<file path="src/design/sftl_pkg.sv">
// Shared constants of the servo fault and travel limit block.
// Assumes a single 200 MHz control clock; no bus clock crossing.
package sftl_pkg;
    localparam int unsigned SFTL_CLK_MHZ = 200;
    localparam logic [7:0] SFTL_MAIN_NONE = 8'h00;
    localparam logic [7:0] SFTL_MAIN_LIMIT = 8'h22;    // 34
    localparam logic [7:0] SFTL_MAIN_SCALE = 8'h33;    // 51
    localparam logic [7:0] SFTL_MAIN_PHASE = 8'h37;    // 55
    localparam logic [7:0] SFTL_MAIN_ESTOP = 8'h57;    // 87
    localparam logic [7:0] SFTL_MAIN_MOTOR = 8'h5f;    // 95
    localparam logic [7:0] SFTL_MAIN_OTHER = 8'h63;    // 99
    localparam logic [7:0] SFTL_MAIN_DIAG = 8'hff;     // Outside the table
    localparam logic [2:0] SFTL_MOTOR_SUB_MAX = 3'h4;
    localparam logic [1:0] SFTL_OT_SEQ_CLEAR = 2'h2;
    localparam int unsigned SFTL_POS_W = 32;
    // Register offsets, byte addresses
    localparam logic [3:0] SFTL_REG_CTRL = 4'h0;
    localparam logic [3:0] SFTL_REG_RANGE = 4'h4;
    localparam logic [3:0] SFTL_REG_ALARM = 4'h8;
    localparam logic [3:0] SFTL_REG_CMD_LO = 4'hc;
    localparam logic [31:0] SFTL_RANGE_RST = 32'h0000_2710;
    localparam logic [31:0] SFTL_CTRL_RST = 32'h0000_0000;
    // Control field positions
    localparam int unsigned SFTL_CTRL_MODE_LSB = 0;   // 2 bits
    localparam int unsigned SFTL_CTRL_OTSEQ_LSB = 2;  // 2 bits
    localparam int unsigned SFTL_CTRL_CLR_BIT = 4;     // Write 1: fault clear
    typedef enum logic [1:0] {
        SFTL_MODE_POS, SFTL_MODE_VEL, SFTL_MODE_TRQ, SFTL_MODE_FULL
    } sftl_mode_e;
endpackage

</file>
<file path="src/design/sftl_top.sv">
// Fault coding, latching and software travel limit for a servo drive.
// Assumes inputs synchronous to sys_clk_i and an Avalon-MM master.
//
// How it works
// RULE1: scale bits 3..5 give code 51.bit
// RULE2: scale phase A/B/Z breaks give 55.0-2
// RULE3: forced stop input gives code 87.0
// RULE4: motor mismatch gives 95 with sub 0-4
// RULE5: noise detection gives code 99.0
// RULE6: clear with safety abnormal gives 99
// RULE7: self-diagnosis fault gives out-of-table code
// RULE8: starred alarms ignore clear, need power cycle
// RULE9: operator clears scale error then power-cycles
// RULE10: leaving movable range gives code 34
// RULE11: limit check only position/full-closed, servo on
// RULE12: limit alarm requests decelerate and stop
// RULE13: limit check off during trial or fr-meas
// RULE14: no command: range is working range around motor
// RULE15: commands extend range, widened by working range
// RULE16: range zeroed at reset, trial start/end
// RULE17: range held zero while deviation clearing
// RULE18: scale bits 0..2 give code 51.bit
// RULE19: first alarm latched and held stable
// RULE20: clear only clearable, only once cause gone
//
// Design decisions made here: the placing of the registers and register access over Avalon-MM.
`timescale 1ns/1ps
`default_nettype none
module sftl_top
    import sftl_pkg::*;
(
    input wire logic sys_clk_i,
    input wire logic rst_n_i,
    input wire logic [3:0] avs_address_i,
    input wire logic avs_read_i,
    input wire logic avs_write_i,
    input wire logic [31:0] avs_writedata_i,
    input wire logic [3:0] avs_byteenable_i,
    output logic [31:0] avs_readdata_o,
    output logic avs_waitrequest_o,
    input wire logic [5:0] scale_alarm_bits_i,
    input wire logic [2:0] scale_phase_break_i,
    input wire logic forced_stop_i,
    input wire logic motor_mismatch_i,
    input wire logic [2:0] motor_mismatch_sub_i,
    input wire logic noise_fault_i,
    input wire logic self_diag_fault_i,
    input wire logic [1:0] safety_abnormal_i,
    input wire logic fault_clear_input_i,
    input wire logic servo_on_i,
    input wire logic tool_test_active_i,
    input wire logic trial_run_i,
    input wire logic deviation_clear_i,
    input wire logic overtravel_inhibit_i,
    input wire logic cmd_valid_i,
    input wire logic signed [31:0] cmd_delta_i,
    input wire logic signed [31:0] motor_pos_i,
    output logic alarm_o,
    output logic [7:0] alarm_main_o,
    output logic [3:0] alarm_sub_o,
    output logic stop_req_o
);
    // ------------------------------------------------------------
    // Register bus
    // ------------------------------------------------------------
    logic [31:0] ctrl;
    logic [31:0] working_range_setting;
    logic clr_pulse;
    logic waited;
    wire acc = avs_read_i | avs_write_i;
    wire wr_take = avs_write_i & waited;
    wire rd_take = avs_read_i & waited;
    wire [1:0] mode = ctrl[SFTL_CTRL_MODE_LSB +: 2];
    wire [1:0] overtravel_sequence_setting = ctrl[SFTL_CTRL_OTSEQ_LSB +: 2];

    function automatic logic [31:0] merge_be(input logic [31:0] old, input logic [31:0] nw,
                                             input logic [3:0] be);
        logic [31:0] r;
        r = old;
        for (int i = 0; i < 4; i++) begin
            if (be[i]) begin
                r[8*i +: 8] = nw[8*i +: 8];
            end
        end
        return r;
    endfunction

    // One wait state: request seen, answer on the next edge
    always_ff @(posedge sys_clk_i) begin
        if (!rst_n_i) begin
            waited <= 1'b0;
        end else begin
            waited <= acc & ~waited;
        end
    end

    always_ff @(posedge sys_clk_i) begin
        if (!rst_n_i) begin
            avs_waitrequest_o <= 1'b1;
        end else begin
            avs_waitrequest_o <= ~(acc & ~waited);
        end
    end

    // Control and range writes; clear bit is self-clearing
    always_ff @(posedge sys_clk_i) begin
        if (!rst_n_i) begin
            ctrl <= SFTL_CTRL_RST;
            working_range_setting <= SFTL_RANGE_RST;
            clr_pulse <= 1'b0;
        end else begin
            clr_pulse <= 1'b0;
            if (wr_take && avs_address_i == SFTL_REG_CTRL) begin
                ctrl <= merge_be(ctrl, avs_writedata_i, avs_byteenable_i)
                        & ~(32'h1 << SFTL_CTRL_CLR_BIT);
                clr_pulse <= avs_writedata_i[SFTL_CTRL_CLR_BIT] & avs_byteenable_i[0];
            end
            if (wr_take && avs_address_i == SFTL_REG_RANGE) begin
                working_range_setting <= merge_be(working_range_setting, avs_writedata_i,
                                                  avs_byteenable_i);
            end
        end
    end

    // ------------------------------------------------------------
    // Travel limit
    // ------------------------------------------------------------
    logic signed [31:0] cmd_lo;
    logic signed [31:0] cmd_hi;
    logic signed [31:0] cmd_pos;    // Accumulated command position
    logic have_cmd;
    logic trial_d;
    // RULE17: deviation clearing
    wire dev_clear = deviation_clear_i |
                     (overtravel_sequence_setting == SFTL_OT_SEQ_CLEAR && overtravel_inhibit_i);
    // RULE16: trial edges
    wire trial_edge = trial_run_i ^ trial_d;
    // Commands are relative moves from the last commanded position
    wire signed [31:0] cmd_end = cmd_pos + cmd_delta_i;
    wire signed [31:0] wr = $signed(working_range_setting);
    // RULE11: mode and servo gating
    // RULE13: tool test masks
    wire lim_en = servo_on_i & ~tool_test_active_i & ~trial_run_i &
                  (mode == SFTL_MODE_POS || mode == SFTL_MODE_FULL);
    // RULE15: widen command range
    wire signed [31:0] lo_bound = cmd_lo - wr;
    wire signed [31:0] hi_bound = cmd_hi + wr;
    wire lim_trip = lim_en & have_cmd & (motor_pos_i < lo_bound || motor_pos_i > hi_bound);

    // Command range tracker; with no command yet, the range anchors on the motor position
    always_ff @(posedge sys_clk_i) begin
        if (!rst_n_i) begin
            trial_d <= 1'b0;
        end else begin
            trial_d <= trial_run_i;
        end
    end

    always_ff @(posedge sys_clk_i) begin
        // RULE16: reset and trial zero
        if (!rst_n_i || trial_edge || dev_clear) begin
            have_cmd <= 1'b0;
            cmd_pos <= 32'sh0;
            cmd_lo <= 32'sh0;
            cmd_hi <= 32'sh0;
        end else if (!have_cmd) begin
            // RULE14: range around motor
            have_cmd <= 1'b1;
            cmd_pos <= motor_pos_i;
            cmd_lo <= motor_pos_i;
            cmd_hi <= motor_pos_i;
        end else if (cmd_valid_i) begin
            // RULE15: extend either end
            cmd_pos <= cmd_end;
            if (cmd_end > cmd_hi) begin
                cmd_hi <= cmd_end;
            end
            if (cmd_end < cmd_lo) begin
                cmd_lo <= cmd_end;
            end
        end
    end

    // ------------------------------------------------------------
    // Alarm coding and latch
    // ------------------------------------------------------------
    logic [7:0] next_main;
    logic [3:0] next_sub;
    logic next_hit;
    logic latched_nc;     // Latched alarm is non-clearable
    wire safety_bad = |safety_abnormal_i;
    wire clr_req = clr_pulse | fault_clear_input_i;

    // Priority coder, diagnosis highest
    always_comb begin
        next_main = SFTL_MAIN_NONE;
        next_sub = 4'h0;
        next_hit = 1'b1;
        if (self_diag_fault_i) begin
            // RULE7: out-of-table code
            next_main = SFTL_MAIN_DIAG;
        end else if (noise_fault_i || (clr_req && safety_bad)) begin
            // RULE5: noise code
            // RULE6: refused clear
            next_main = SFTL_MAIN_OTHER;
        end else if (|scale_alarm_bits_i) begin
            // RULE1: upper scale bits
            // RULE18: lower scale bits
            next_main = SFTL_MAIN_SCALE;
            for (int i = 5; i >= 0; i--) begin
                if (scale_alarm_bits_i[i]) begin
                    next_sub = 4'(i);
                end
            end
        end else if (|scale_phase_break_i) begin
            // RULE2: phase wiring codes
            next_main = SFTL_MAIN_PHASE;
            next_sub = scale_phase_break_i[0] ? 4'h0 : (scale_phase_break_i[1] ? 4'h1 : 4'h2);
        end else if (motor_mismatch_i) begin
            // RULE4: motor mismatch sub
            next_main = SFTL_MAIN_MOTOR;
            next_sub = motor_mismatch_sub_i > SFTL_MOTOR_SUB_MAX ? {1'b0, SFTL_MOTOR_SUB_MAX}
                                                                : {1'b0, motor_mismatch_sub_i};
        end else if (forced_stop_i) begin
            // RULE3: forced stop code
            next_main = SFTL_MAIN_ESTOP;
        end else if (lim_trip) begin
            // RULE10: travel limit alarm
            next_main = SFTL_MAIN_LIMIT;
        end else begin
            next_hit = 1'b0;
        end
    end

    // Estop and travel limit are the only clearable causes
    wire next_nc = next_main != SFTL_MAIN_ESTOP && next_main != SFTL_MAIN_LIMIT;
    // RULE20: cause must be gone
    wire cause_now = alarm_main_o == SFTL_MAIN_ESTOP ? forced_stop_i : lim_trip;
    // RULE8: non-clearable ignores clear
    wire clr_ok = clr_req & ~safety_bad & ~latched_nc & ~cause_now;

    // RULE19: first alarm held
    always_ff @(posedge sys_clk_i) begin
        if (!rst_n_i) begin
            alarm_o <= 1'b0;
            alarm_main_o <= SFTL_MAIN_NONE;
            alarm_sub_o <= 4'h0;
            latched_nc <= 1'b0;
        end else if (!alarm_o && next_hit) begin
            alarm_o <= 1'b1;
            alarm_main_o <= next_main;
            alarm_sub_o <= next_sub;
            latched_nc <= next_nc;
        end else if (alarm_o && clr_ok) begin
            alarm_o <= 1'b0;
            alarm_main_o <= SFTL_MAIN_NONE;
            alarm_sub_o <= 4'h0;
        end
    end

    // RULE12: decelerate and stop
    always_ff @(posedge sys_clk_i) begin
        if (!rst_n_i) begin
            stop_req_o <= 1'b0;
        end else begin
            stop_req_o <= (alarm_o & ~clr_ok) | (~alarm_o & next_hit);
        end
    end

    // Read mux
    wire [31:0] rd_mux = avs_address_i == SFTL_REG_CTRL ? ctrl :
                         avs_address_i == SFTL_REG_RANGE ? working_range_setting :
                         avs_address_i == SFTL_REG_ALARM ?
                             {19'h0, alarm_o, alarm_sub_o, alarm_main_o} :
                         avs_address_i == SFTL_REG_CMD_LO ? cmd_lo : 32'h0;
    always_ff @(posedge sys_clk_i) begin
        if (!rst_n_i) begin
            avs_readdata_o <= 32'h0;
        end else if (acc & ~waited) begin
            avs_readdata_o <= avs_read_i ? rd_mux : 32'h0;
        end
    end
endmodule
`default_nettype wire

</file>
<file path="config.mk">
export PLATFORM = sky130hd
export DESIGN_NAME = sftl_top
export DESIGN_NICKNAME = d
export VERILOG_FILES = /design/src/design/sftl_pkg.sv /design/src/design/sftl_top.sv
export SDC_FILE = /design/constraint.sdc
export NUM_CORES = 1
export LEC_CHECK = 0
export ABC_CLOCK_PERIOD_IN_PS = 7100
export BUFFER_PORTS_ARGS = -buffer_cell sky130_fd_sc_hd__buf_2
export CAP_MARGIN = 40
export CELL_PAD_IN_SITES_DETAIL_PLACEMENT = 1
export CELL_PAD_IN_SITES_GLOBAL_PLACEMENT = 2
export CORE_MARGIN = 10
export CORE_UTILIZATION = 35
export DETAILED_ROUTE_END_ITERATION = 16
export HOLD_SLACK_MARGIN = 0.08
export PLACE_DENSITY_LB_ADDON = 0.2
export SETUP_SLACK_MARGIN = 0.02
export SLEW_MARGIN = 15
export SYNTH_ARGS = -nofsm -noshare
export SYNTH_HDL_FRONTEND = slang
export SYNTH_SLANG_ARGS = --single-unit
</file>
<file path="constraint.sdc">
create_clock -name sys_clk_i -period 7.1 [get_ports sys_clk_i]
set_input_delay 1.42 -clock sys_clk_i [delete_from_list [all_inputs] [get_ports sys_clk_i]]
set_output_delay 1.42 -clock sys_clk_i [all_outputs]
set_load 0.005 [all_outputs]
</file>
After elaboration in Yosys (flattened, before gate mapping)
Index checks and enable logic that the tools add are counted.

Bits in registers: 211. Bits of input ports: 133. Output and inout bits: 47. Word-level logic and storage cells: 148.

Add/sub/neg operators: 3. $lt $le $gt $ge: 5. Equal/unequal tests: 11. Multiplexer cells: 49. Bitwise gates (word level): 27. Reduce and logical (&&, ||, !) cells: 31.

Operator list (number): two-way mux 32 bit (13); adder 32 bit (2); > comparator 32 bit (2); less-than comparator 32 bit (2); two-way mux 4 bit (10); two-way mux 7 bit (5); subtractor 32 bit (1); two-way mux 8 bit (3); AND reduction 2 bit (11); bitwise AND 1 bit (13); two-way mux 3 bit (4); two-way mux 1 bit (11); NOT 1 bit (9); == test 4 bit (second input constant) (2); == test 8 x 7 -> 1 bit (second input constant) (1); != test 8 x 6 -> 1 bit (second input constant) (1); != test 8 x 7 -> 1 bit (second input constant) (1); logical AND 1 bit (7); two-way mux 6 bit (1); OR reduction 6 bit (1); logical OR 1 bit (5); == test 2 bit (second input constant) (2); == test 4 x 3 -> 1 bit (second input constant) (1); zero test 4 bit (1); 11 further kinds (17).

Logic depth before layout (Yosys ltp)
Gate-level depths: netlist of run 1.

Depth after elaboration: 15. Gate-level depth with buffers: 24. Mapped depth without buffers: 23.

Worst setup path before layout of run 1
No wires, ideal clock.

Kind: input to register. From: in cmd_delta_i[0]. To: reg cmd_hi[10]. Library setup time: 0.134 ns. Arrival: 6.002 ns. Data required time: 6.966 ns. Slack: 0.963 ns. Cell stages on the path: 18. Buffers on the path: 1. Cells stage by stage: ha_1 fa_1 a21oi_1 o211ai_1 a311oi_1 o21ai_0 a2111oi_0 nor3_1 xor2_1 ha_1 nand4_1 nor2_1 and3_1 a221o_1 or4_4 a311oi_4 clkbuf_1 a211oi_1.

Cells in the longest elaborated chain, start to end: 4. Elaborated cells on any way between the ends: 7. Classes of those cells: add/sub (1); order compare (1); eq/ne (1); mux (3); reduce/logical (1).

Ends and longest elaborated chain: start, declared (line sftl_top.sv:56) `input wire logic signed [31:0] cmd_delta_i,`; adder 32 bit * (line sftl_top.sv:139) `wire signed [31:0] cmd_end = cmd_pos + cmd_delta_i;`; > comparator 32 bit or two-way mux 32 bit (tied branches) (line sftl_top.sv:175) `if (cmd_end > cmd_hi) begin`; != test 2 x 1 -> 1 bit (no line) or two-way mux 32 bit (tied branches); AND reduction 2 bit (no line) or two-way mux 32 bit (tied branches); end signal, assigned (line sftl_top.sv:171) `cmd_hi <= motor_pos_i;`; end signal, assigned (line sftl_top.sv:176) `cmd_hi <= cmd_end;`; end, declared (line sftl_top.sv:129) `logic signed [31:0] cmd_hi;`.

Mark *: on every way between the ends. The rest lies on a longest branch, timed or not. The select of a mux whose other input is x is not followed. A chain may end at the register's enable or synchronous reset.

Final worst setup path of run 1
From: in cmd_delta_i[0]. To: reg cmd_hi[25].

The elaborated chain is that of the path after synthesis.

==> flow_summary_export.csv, run 1 <==
group,metric,value,unit
synthesis,syn-num-nets,2435,
worst_setup_path,slowest_delay,0.53,ns
worst_setup_path,critical_path_class,"input port to flop",
final_layout,layout_common_cells,"nand2_1 (266), a21oi_1 (222), ha_1 (219)",
timing,rsz0062_at_grt,"no",
clock_tree,postCtsSetupBuffers,0,
power,power.total,0.00348,W
run_status,status,"completed",
clock_tree,cts.clk_slew.worst_paths,0.06,ns
worst_setup_path,crit_path_max_fanout,54,
route,viasPerCell,5.45,
timing,fmax,160,MHz
route,detail_route.wl_per_cell,20.7,um
timing,min_period,6.26,ns
final_layout,stdcell_area,18400,um2
clock_tree,hold_buffers,0,
route,drc,0,
grt,antenna_found_initial,0,
die,core_region_area,45300,um2
worst_setup_path,crit_family,"compound AO/OA/AOI/OAI gates",
timing,finalCritPeriodShare,0.882,
synthesis,synth_flop_cell,"dfxtp_1",
synthesis,avgSynthCellArea,7.68,um2
power,seqPwrFrac,0.358,
clock_tree,worstSkewPairLatency,0.57,ns
power,leakage,7.91,nW
grt,grt_pass1_vias,16070,
synthesis,synth_area,16000,um2
power,switchingPower,0.00109,W
placed_design,routabilityCongestion,0.898,
timing,setup_viol,0,
clock_tree,cts-resized-gates,0,
clock_tree,cts-buffers-inserted,27,
placed_design,io_buffers,178,
power,power.share.clock,0.403,
route,vias,15544,
final_layout,nets,2591,
synthesis,ys_seq_area_frac,0.263,
timing,tns,0,ns
route,firstDrtPassIters,5,
final_layout,layout_commonest_cell,"nand2_1",
flow_run,drv_cap,0,
timing,worst_pin_slew,0.749,ns
worst_setup_path,critPathMostFrequentCell,"ha_1",
power,swShare,0.314,
die,initial_core_util,0.353,
power,irDropWorstVdd,165,uV
clock_tree,clock-sinks,210,
final_layout,layout-area-overhead-vs-synth,15.3,%
final_layout,diodes,0,
clock_tree,cts_max_path_buffers,3,
worst_setup_path,critical_path_required,7.57,ns
power,power.density,189,nW/um2
die,die_h,234,um
clock_tree,htreeDepth,1,
synthesis,ys_ff_latch,210,
worst_setup_path,path_buf_inv,4,
route,wl,59.0,mm
die,die_x,234,um
timing,relSlewSlack,0.497,
grt,grt_overflow,0,
placed_design,dp_hpwl,48.3,mm
clock_tree,cts-root-buf,"clkbuf_16",
clock_tree,cts_tree,"built",
timing,fin_skew,0.0256,ns
synthesis,synth_cells,2080,
worst_setup_path,start_kind,"input port",
grt,track_usage,0.212,
final_layout,utilization,0.407,
synthesis,synth-edff-count,0,
route,drtAntennaViolNets,0,
die,ios,180,
worst_setup_path,cp.arrival,6.73,ns
power,p_int,0.00239,W
die,die_area,54600,um2
power,combinationalPowerShare,0.239,
placed_design,place_area,17500,um2
final_layout,layout-drive-gt1-share,0.128,
worst_setup_path,crit_path_end_kind,"flop",
grt,grt_max_degree,63,
synthesis,async_reset_ff_frac,0,
synthesis,synth_cell_types,79,
die,rows,78,
grt,grt_pass1_wl,91.7,mm
worst_setup_path,worstPathCellList,"buf_2, ha_1, fa_1, a21oi_1, o211ai_1, a311oi_1, buf_4, o21ai_0, a2111oi_0, nor3_1, xor2_1, ha_1, nand4_1, nor2_1, and3_1, a221o_1, or4_4, a311oi_4, buf_12, inv_2, a211oi_2",
min_path,hold_class,"flop to flop",
timing,slew_viol_final,0,
worst_setup_path,cp_slowest_cell,"or4_4",
synthesis,synth_warnings,0,
timing,hold_viol,0,
route,drtIter0Drc,819,
layer usage:
| metal | GRT usage | up-vias | part of all wire |
|---|---|---|---|
| met2 | 0.334 | 251 | 0.44 |
| li1 | - | 7759 | - |
| met1 | 0.300 | 7480 | 0.50 |
| met3 | 0.0288 | 54 | 0.041 |
| met5 | 0 | - | 0 |
| met4 | 0.0512 | 0 | 0.021 |
layout make-up:
cell class	count	area, um2
clock inverters	8	123
clock buffers	37	753
repair buffers	203	1100
flip-flops and latches	210	4210
well taps	600	751
inverters	139	522
multi-input cells	1655	11000
fillers	5654	26900
kinds of logic after synthesis:
group / count (synthesis) / share of synthesized area
adder cells (fa/ha/maj): 222 / 0.175
other: 1 / 0.000235
buffers and inverters: 215 / 0.0520
AND/OR/NAND/NOR: 680 / 0.190
XOR/XNOR: 87 / 0.0477
AO/OA/AOI/OAI: 630 / 0.248
flip-flops: 210 / 0.263
multiplexers: 35 / 0.0235
power groups by stage:
| stage | combinational [W] | clock (W) | sequential (W) |
|---|---|---|---|
| 2_1_floorplan | 0.000551 | 0 | 0.00125 |
| 3_5_place_dp | 0.000830 | 0 | 0.00127 |
| 3_3_place_gp | 0.000800 | 0 | 0.00127 |
| 6_report | 0.000833 | 0.00140 | 0.00125 |
| 5_1_grt | 0.000943 | 0.00149 | 0.00125 |
| 4_1_cts | 0.000836 | 0.00143 | 0.00124 |
worst register-to-register path, cell delays in order (launching register included):
cell and delay, ns:
dfxtp_1 0.46, ha_1 0.22, inv_1 0.05, fa_1 0.42
a211oi_1 0.32, o21ai_0 0.19, a31oi_1 0.40, o32ai_1 0.23
a311o_1 0.46, o21ai_0 0.41, o21ai_0 0.22, o311a_1 0.32
ha_1 0.31, a31oi_1 0.12, o211ai_1 0.12, a31oi_1 0.10
o21ai_0 0.21, o21ai_0 0.12, buf_4 0.18, a221oi_1 0.58
a32o_1 0.47, a22o_1 0.21
per-stage QoR:
step	cells	hold WS (ns)	worst slack, ns
after floorplan	2080	0.436	0.963
after global placement	2804	0.432	0.435
after detailed placement	2807	0.443	0.282
after CTS	2852	0.456	0.835
after global routing	2852	0.474	0.385
final	2852	0.448	0.838
registers in the layout, summed over array words and instances, names as in the netlist:
signal                 flops
stop_req_o                 1
alarm_o                    1
working_range_setting     32
trial_d                    1
waited                     1
cmd_lo                    32
alarm_sub_o                3
alarm_main_o               8
cmd_pos                   32
have_cmd                   1
ctrl                      31
avs_waitrequest_o          1
latched_nc                 1
clr_pulse                  1
avs_readdata_o            32
cmd_hi                    32
final timing paths:
kind | end | startpoint | slack [ns] | cells after the start
setup / recovery | cmd_hi[25]$_SDFFE_PN0P_ | cmd_delta_i[0] | 0.84 | 21
hold / removal | avs_readdata_o[5]$_SDFFE_PN0P_ | avs_readdata_o[5]$_SDFFE_PN0P_ | 0.45 | 2
setup reg to reg | alarm_main_o[3]$_SDFFE_PN0P_ | working_range_setting[0]$_SDFFE_PN0P_ | 0.91 | 21
hold reg to reg | avs_readdata_o[5]$_SDFFE_PN0P_ | avs_readdata_o[5]$_SDFFE_PN0P_ | 0.45 | 2
Yosys cell counts, types with 4 or more instances:
cell type	count	share of area
a2111oi_0	6	0.0033
a211o_1	6	0.0033
a211oi_1	44	0.021
a21boi_0	4	0.0019
a21o_1	55	0.026
a21oi_1	222	0.070
a22oi_1	21	0.0099
a311oi_1	5	0.0027
a31o_2	4	0.0022
a31oi_1	10	0.0039
a32o_1	5	0.0031
and2_1	14	0.0055
and3_1	11	0.0043
and4_1	5	0.0027
buf_1	4	0.00094
clkbuf_1	65	0.015
dfxtp_1	210	0.26
ha_1	219	0.17
inv_1	135	0.032
mux2_2	20	0.014
mux2i_1	15	0.0094
nand2_1	266	0.063
nand2b_1	10	0.0039
nand3_1	86	0.027
nand3b_1	4	0.0019
nand4_1	18	0.0071
nor2_1	177	0.042
nor2b_1	15	0.0059
nor3_1	45	0.014
nor3b_1	4	0.0019
o211ai_1	15	0.0071
o21a_1	20	0.0094
o21ai_0	141	0.044
o21bai_1	11	0.0052
o22ai_1	4	0.0016
o31ai_1	11	0.0052
or2_2	6	0.0024
or4_1	6	0.0028
xnor2_1	37	0.020
xor2_1	50	0.027
Power figures use the tool's default switching activity.
==> run 2: changes to the inputs <==
ABC_AREA = 1   (was not set)
CORE_UTILIZATION = 34   (was 35)
==> flow_summary_export.csv, run 2 <==
group,metric,value,unit
grt,grt_pass1_wl,106,mm
synthesis,yosys.cell_count.top_type,"nand2_1",
timing,rsz0062_at_grt,"no",
final_layout,layout-drive-gt1-share,0.128,
route,detail_route.wl_per_cell,20.1,um
die,die_x,247,um
timing,worst_pin_slew,0.805,ns
timing,finalCritPeriodShare,0.735,
clock_tree,htreeDepth,1,
synthesis,synth_top_area_share,0.239,
power,swShare,0.335,
worst_setup_path,cp.arrival,5.68,ns
synthesis,synth_warnings,0,
route,drc,0,
worst_setup_path,critical_path_required,7.56,ns
power,leakage,9.54,nW
final_layout,diodes,0,
power,p_int,0.00250,W
synthesis,synth_area,17600,um2
synthesis,synth_area_leader_cell,"dfxtp_1",
clock_tree,clock-sinks,210,
final_layout,nets,3105,
final_layout,layout_commonest_cell,"nand2_1",
run_status,status,"completed",
grt,grt_pass1_vias,18497,
worst_setup_path,worstPathCellList,"buf_2, ha_1, fa_1, nand3_1, nand2_2, a21oi_2, inv_1, a21oi_2, inv_1, nand4_1, nand3_1, and2_1, ha_1, nand2_1, nor2_1, nand4_1, inv_1, and3_1, nand4_1, nand3_4, nand3_1, nand2_1, nor2_1",
worst_setup_path,r2r_setup_slack,1.97,ns
timing,tns,0,ns
worst_setup_path,cp_slowest_cell,"nand3_4",
route,wl,69.4,mm
synthesis,synth-edff-count,0,
clock_tree,postCtsSetupBuffers,0,
worst_setup_path,crit_family,"simple AND/OR/NAND/NOR gates",
synthesis,ys_ff_latch,210,
synthesis,synth_cell_types,63,
clock_tree,worstSkewPairLatency,0.57,ns
final_layout,utilization,0.391,
synthesis,synth_flop_cell,"dfxtp_1",
final_layout,stdcell_area,20000,um2
synthesis,ys_seq_area_frac,0.239,
placed_design,routabilityCongestion,0.894,
placed_design,place_area,19000,um2
placed_design,dp_hpwl,58.4,mm
synthesis,async_reset_ff_frac,0,
synthesis,synth_common_cells,"nand2_1 (441), nor2_1 (352), inv_1 (305)",
clock_tree,cts.clk_slew.worst_paths,0.06,ns
clock_tree,cts-buffers-inserted,26,
power,power.share.clock,0.400,
die,die_area,61100,um2
synthesis,synth.area.top_cells,"dfxtp_1 (24%), ha_1 (16%), nand2_1 (9.4%)",
die,rows,83,
timing,holdWs,0.476,ns
power,power.density,188,nW/um2
route,drtIter0Drc,784,
timing,fin_skew,0.0215,ns
die,initial_core_util,0.343,
worst_setup_path,path_buf_inv,4,
worst_setup_path,critical_path_class,"input port to flop",
flow_run,drv_cap,0,
timing,relSlewSlack,0.464,
synthesis,syn-num-nets,2970,
timing,min_period,5.22,ns
power,irDropWorstVdd,150,uV
worst_setup_path,crit_path_max_fanout,64,
power,seqPwrFrac,0.332,
placed_design,io_buffers,178,
timing,slew_viol_final,0,
worst_setup_path,slowest_delay,0.64,ns
timing,hold_viol,0,
grt,antenna_found_initial,1,
worst_setup_path,crit_path_end_kind,"flop",
min_path,worstHoldPathCells,2,
die,die_h,247,um
synthesis,avgSynthCellArea,6.71,um2
min_path,hold_class,"flop to flop",
power,combinationalPowerShare,0.268,
die,core_region_area,51200,um2
final_layout,layout_common_cells,"nand2_1 (441), nor2_1 (351), inv_1 (305)",
power,switchingPower,0.00126,W
die,ios,180,
clock_tree,cts_tree,"built",
route,firstDrtPassIters,4,
route,drtAntennaViolNets,0,
grt,grt_max_degree,98,
timing,fmax,192,MHz
clock_tree,cts-root-buf,"clkbuf_16",
grt,track_usage,0.222,
timing,setup_ws,1.88,ns
worst_setup_path,start_kind,"input port",
final_layout,fillCellCount,6568,
route,viasPerCell,5.15,
clock_tree,cts_max_path_buffers,3,
final_layout,layout-area-overhead-vs-synth,14.0,%
timing,setup_viol,0,
synthesis,synth_cells,2615,
placed_design,place_ws,1.30,ns
clock_tree,cts-resized-gates,0,
route,vias,17736,
grt,grt_overflow,0,
worst_setup_path,worst-path-stages,23,
clock_tree,hold_buffers,0,
worst_setup_path,r2r_cells,25,
[run 2: worst register-to-register path: stages (launching register included)]
cell and delay, ns:
dfxtp_1 0.46, ha_1 0.22, inv_1 0.06, fa_1 0.42, o21ai_2 0.21, a21oi_2 0.10, o21ai_2 0.27, nand3_1 0.14
nand3_1 0.20, nand3_1 0.10, nand2_1 0.16, a21oi_1 0.12, xor2_1 0.17, ha_1 0.28, nand2_1 0.10, nor3_2 0.26
and3_1 0.34, nand4_1 0.35, nand3_2 0.20, nand2_2 0.18, nand2_4 0.14, nand2_4 0.08, nand2_8 0.14, clkinv_2 0.14
a21oi_1 0.13, nor2_1 0.05
[run 2: per-stage QoR]
stage               cells  power (W)
global placement     3398    0.00225
floorplan            2615    0.00196
finish               3446    0.00376
detailed placement   3401    0.00229
global route         3446    0.00399
CTS                  3445    0.00381
[run 2: logic make-up after synthesis]
group | after synthesis | share of synthesized area
AND/OR/NAND/NOR | 1080 | 0.267
AO/OA/AOI/OAI | 608 | 0.196
buffers and inverters | 406 | 0.0920
adder cells (fa/ha/maj) | 222 | 0.159
flip-flops | 210 | 0.239
XOR/XNOR | 88 | 0.0456
other | 1 | 0.000214
[run 2: power by group through the flow]
stage,sequential (W),clock (W),combinational [W]
4_1_cts,0.00125,0.00154,0.00102
2_1_floorplan,0.00126,0,0.000705
3_5_place_dp,0.00128,0,0.00101
5_1_grt,0.00125,0.00159,0.00115
3_3_place_gp,0.00128,0,0.000968
6_report,0.00125,0.00150,0.00101
[run 2: metal layers]
layer	part of all wire	vias up	track usage
li1	-	8955	-
met1	0.44	8497	0.267
met2	0.52	207	0.413
met3	0.026	75	0.0244
met4	0.022	2	0.0502
met5	0.00029	-	0
[run 2: path summary, 6_finish.rpt]
path                                                            start                              end
worst min register to register        avs_readdata_o[31]$_SDFFE_PN0P_  avs_readdata_o[31]$_SDFFE_PN0P_
worst max-delay path                                   cmd_delta_i[0]           cmd_hi[1]$_SDFFE_PN0P_
worst min-delay path                  avs_readdata_o[31]$_SDFFE_PN0P_  avs_readdata_o[31]$_SDFFE_PN0P_
worst max register to register  working_range_setting[0]$_SDFFE_PN0P_     alarm_main_o[1]$_SDFFE_PN0P_
[run 2: final cells by class]
class | count | area (um2) | area share
repair buffers | 191 | 1060 | 0.0528
well taps | 680 | 851 | 0.0425
flip-flops and latches | 210 | 4210 | 0.210
multi-input cells | 1999 | 11700 | 0.587
clock inverters | 9 | 209 | 0.0104
inverters | 322 | 1210 | 0.0605
clock buffers | 35 | 734 | 0.0367
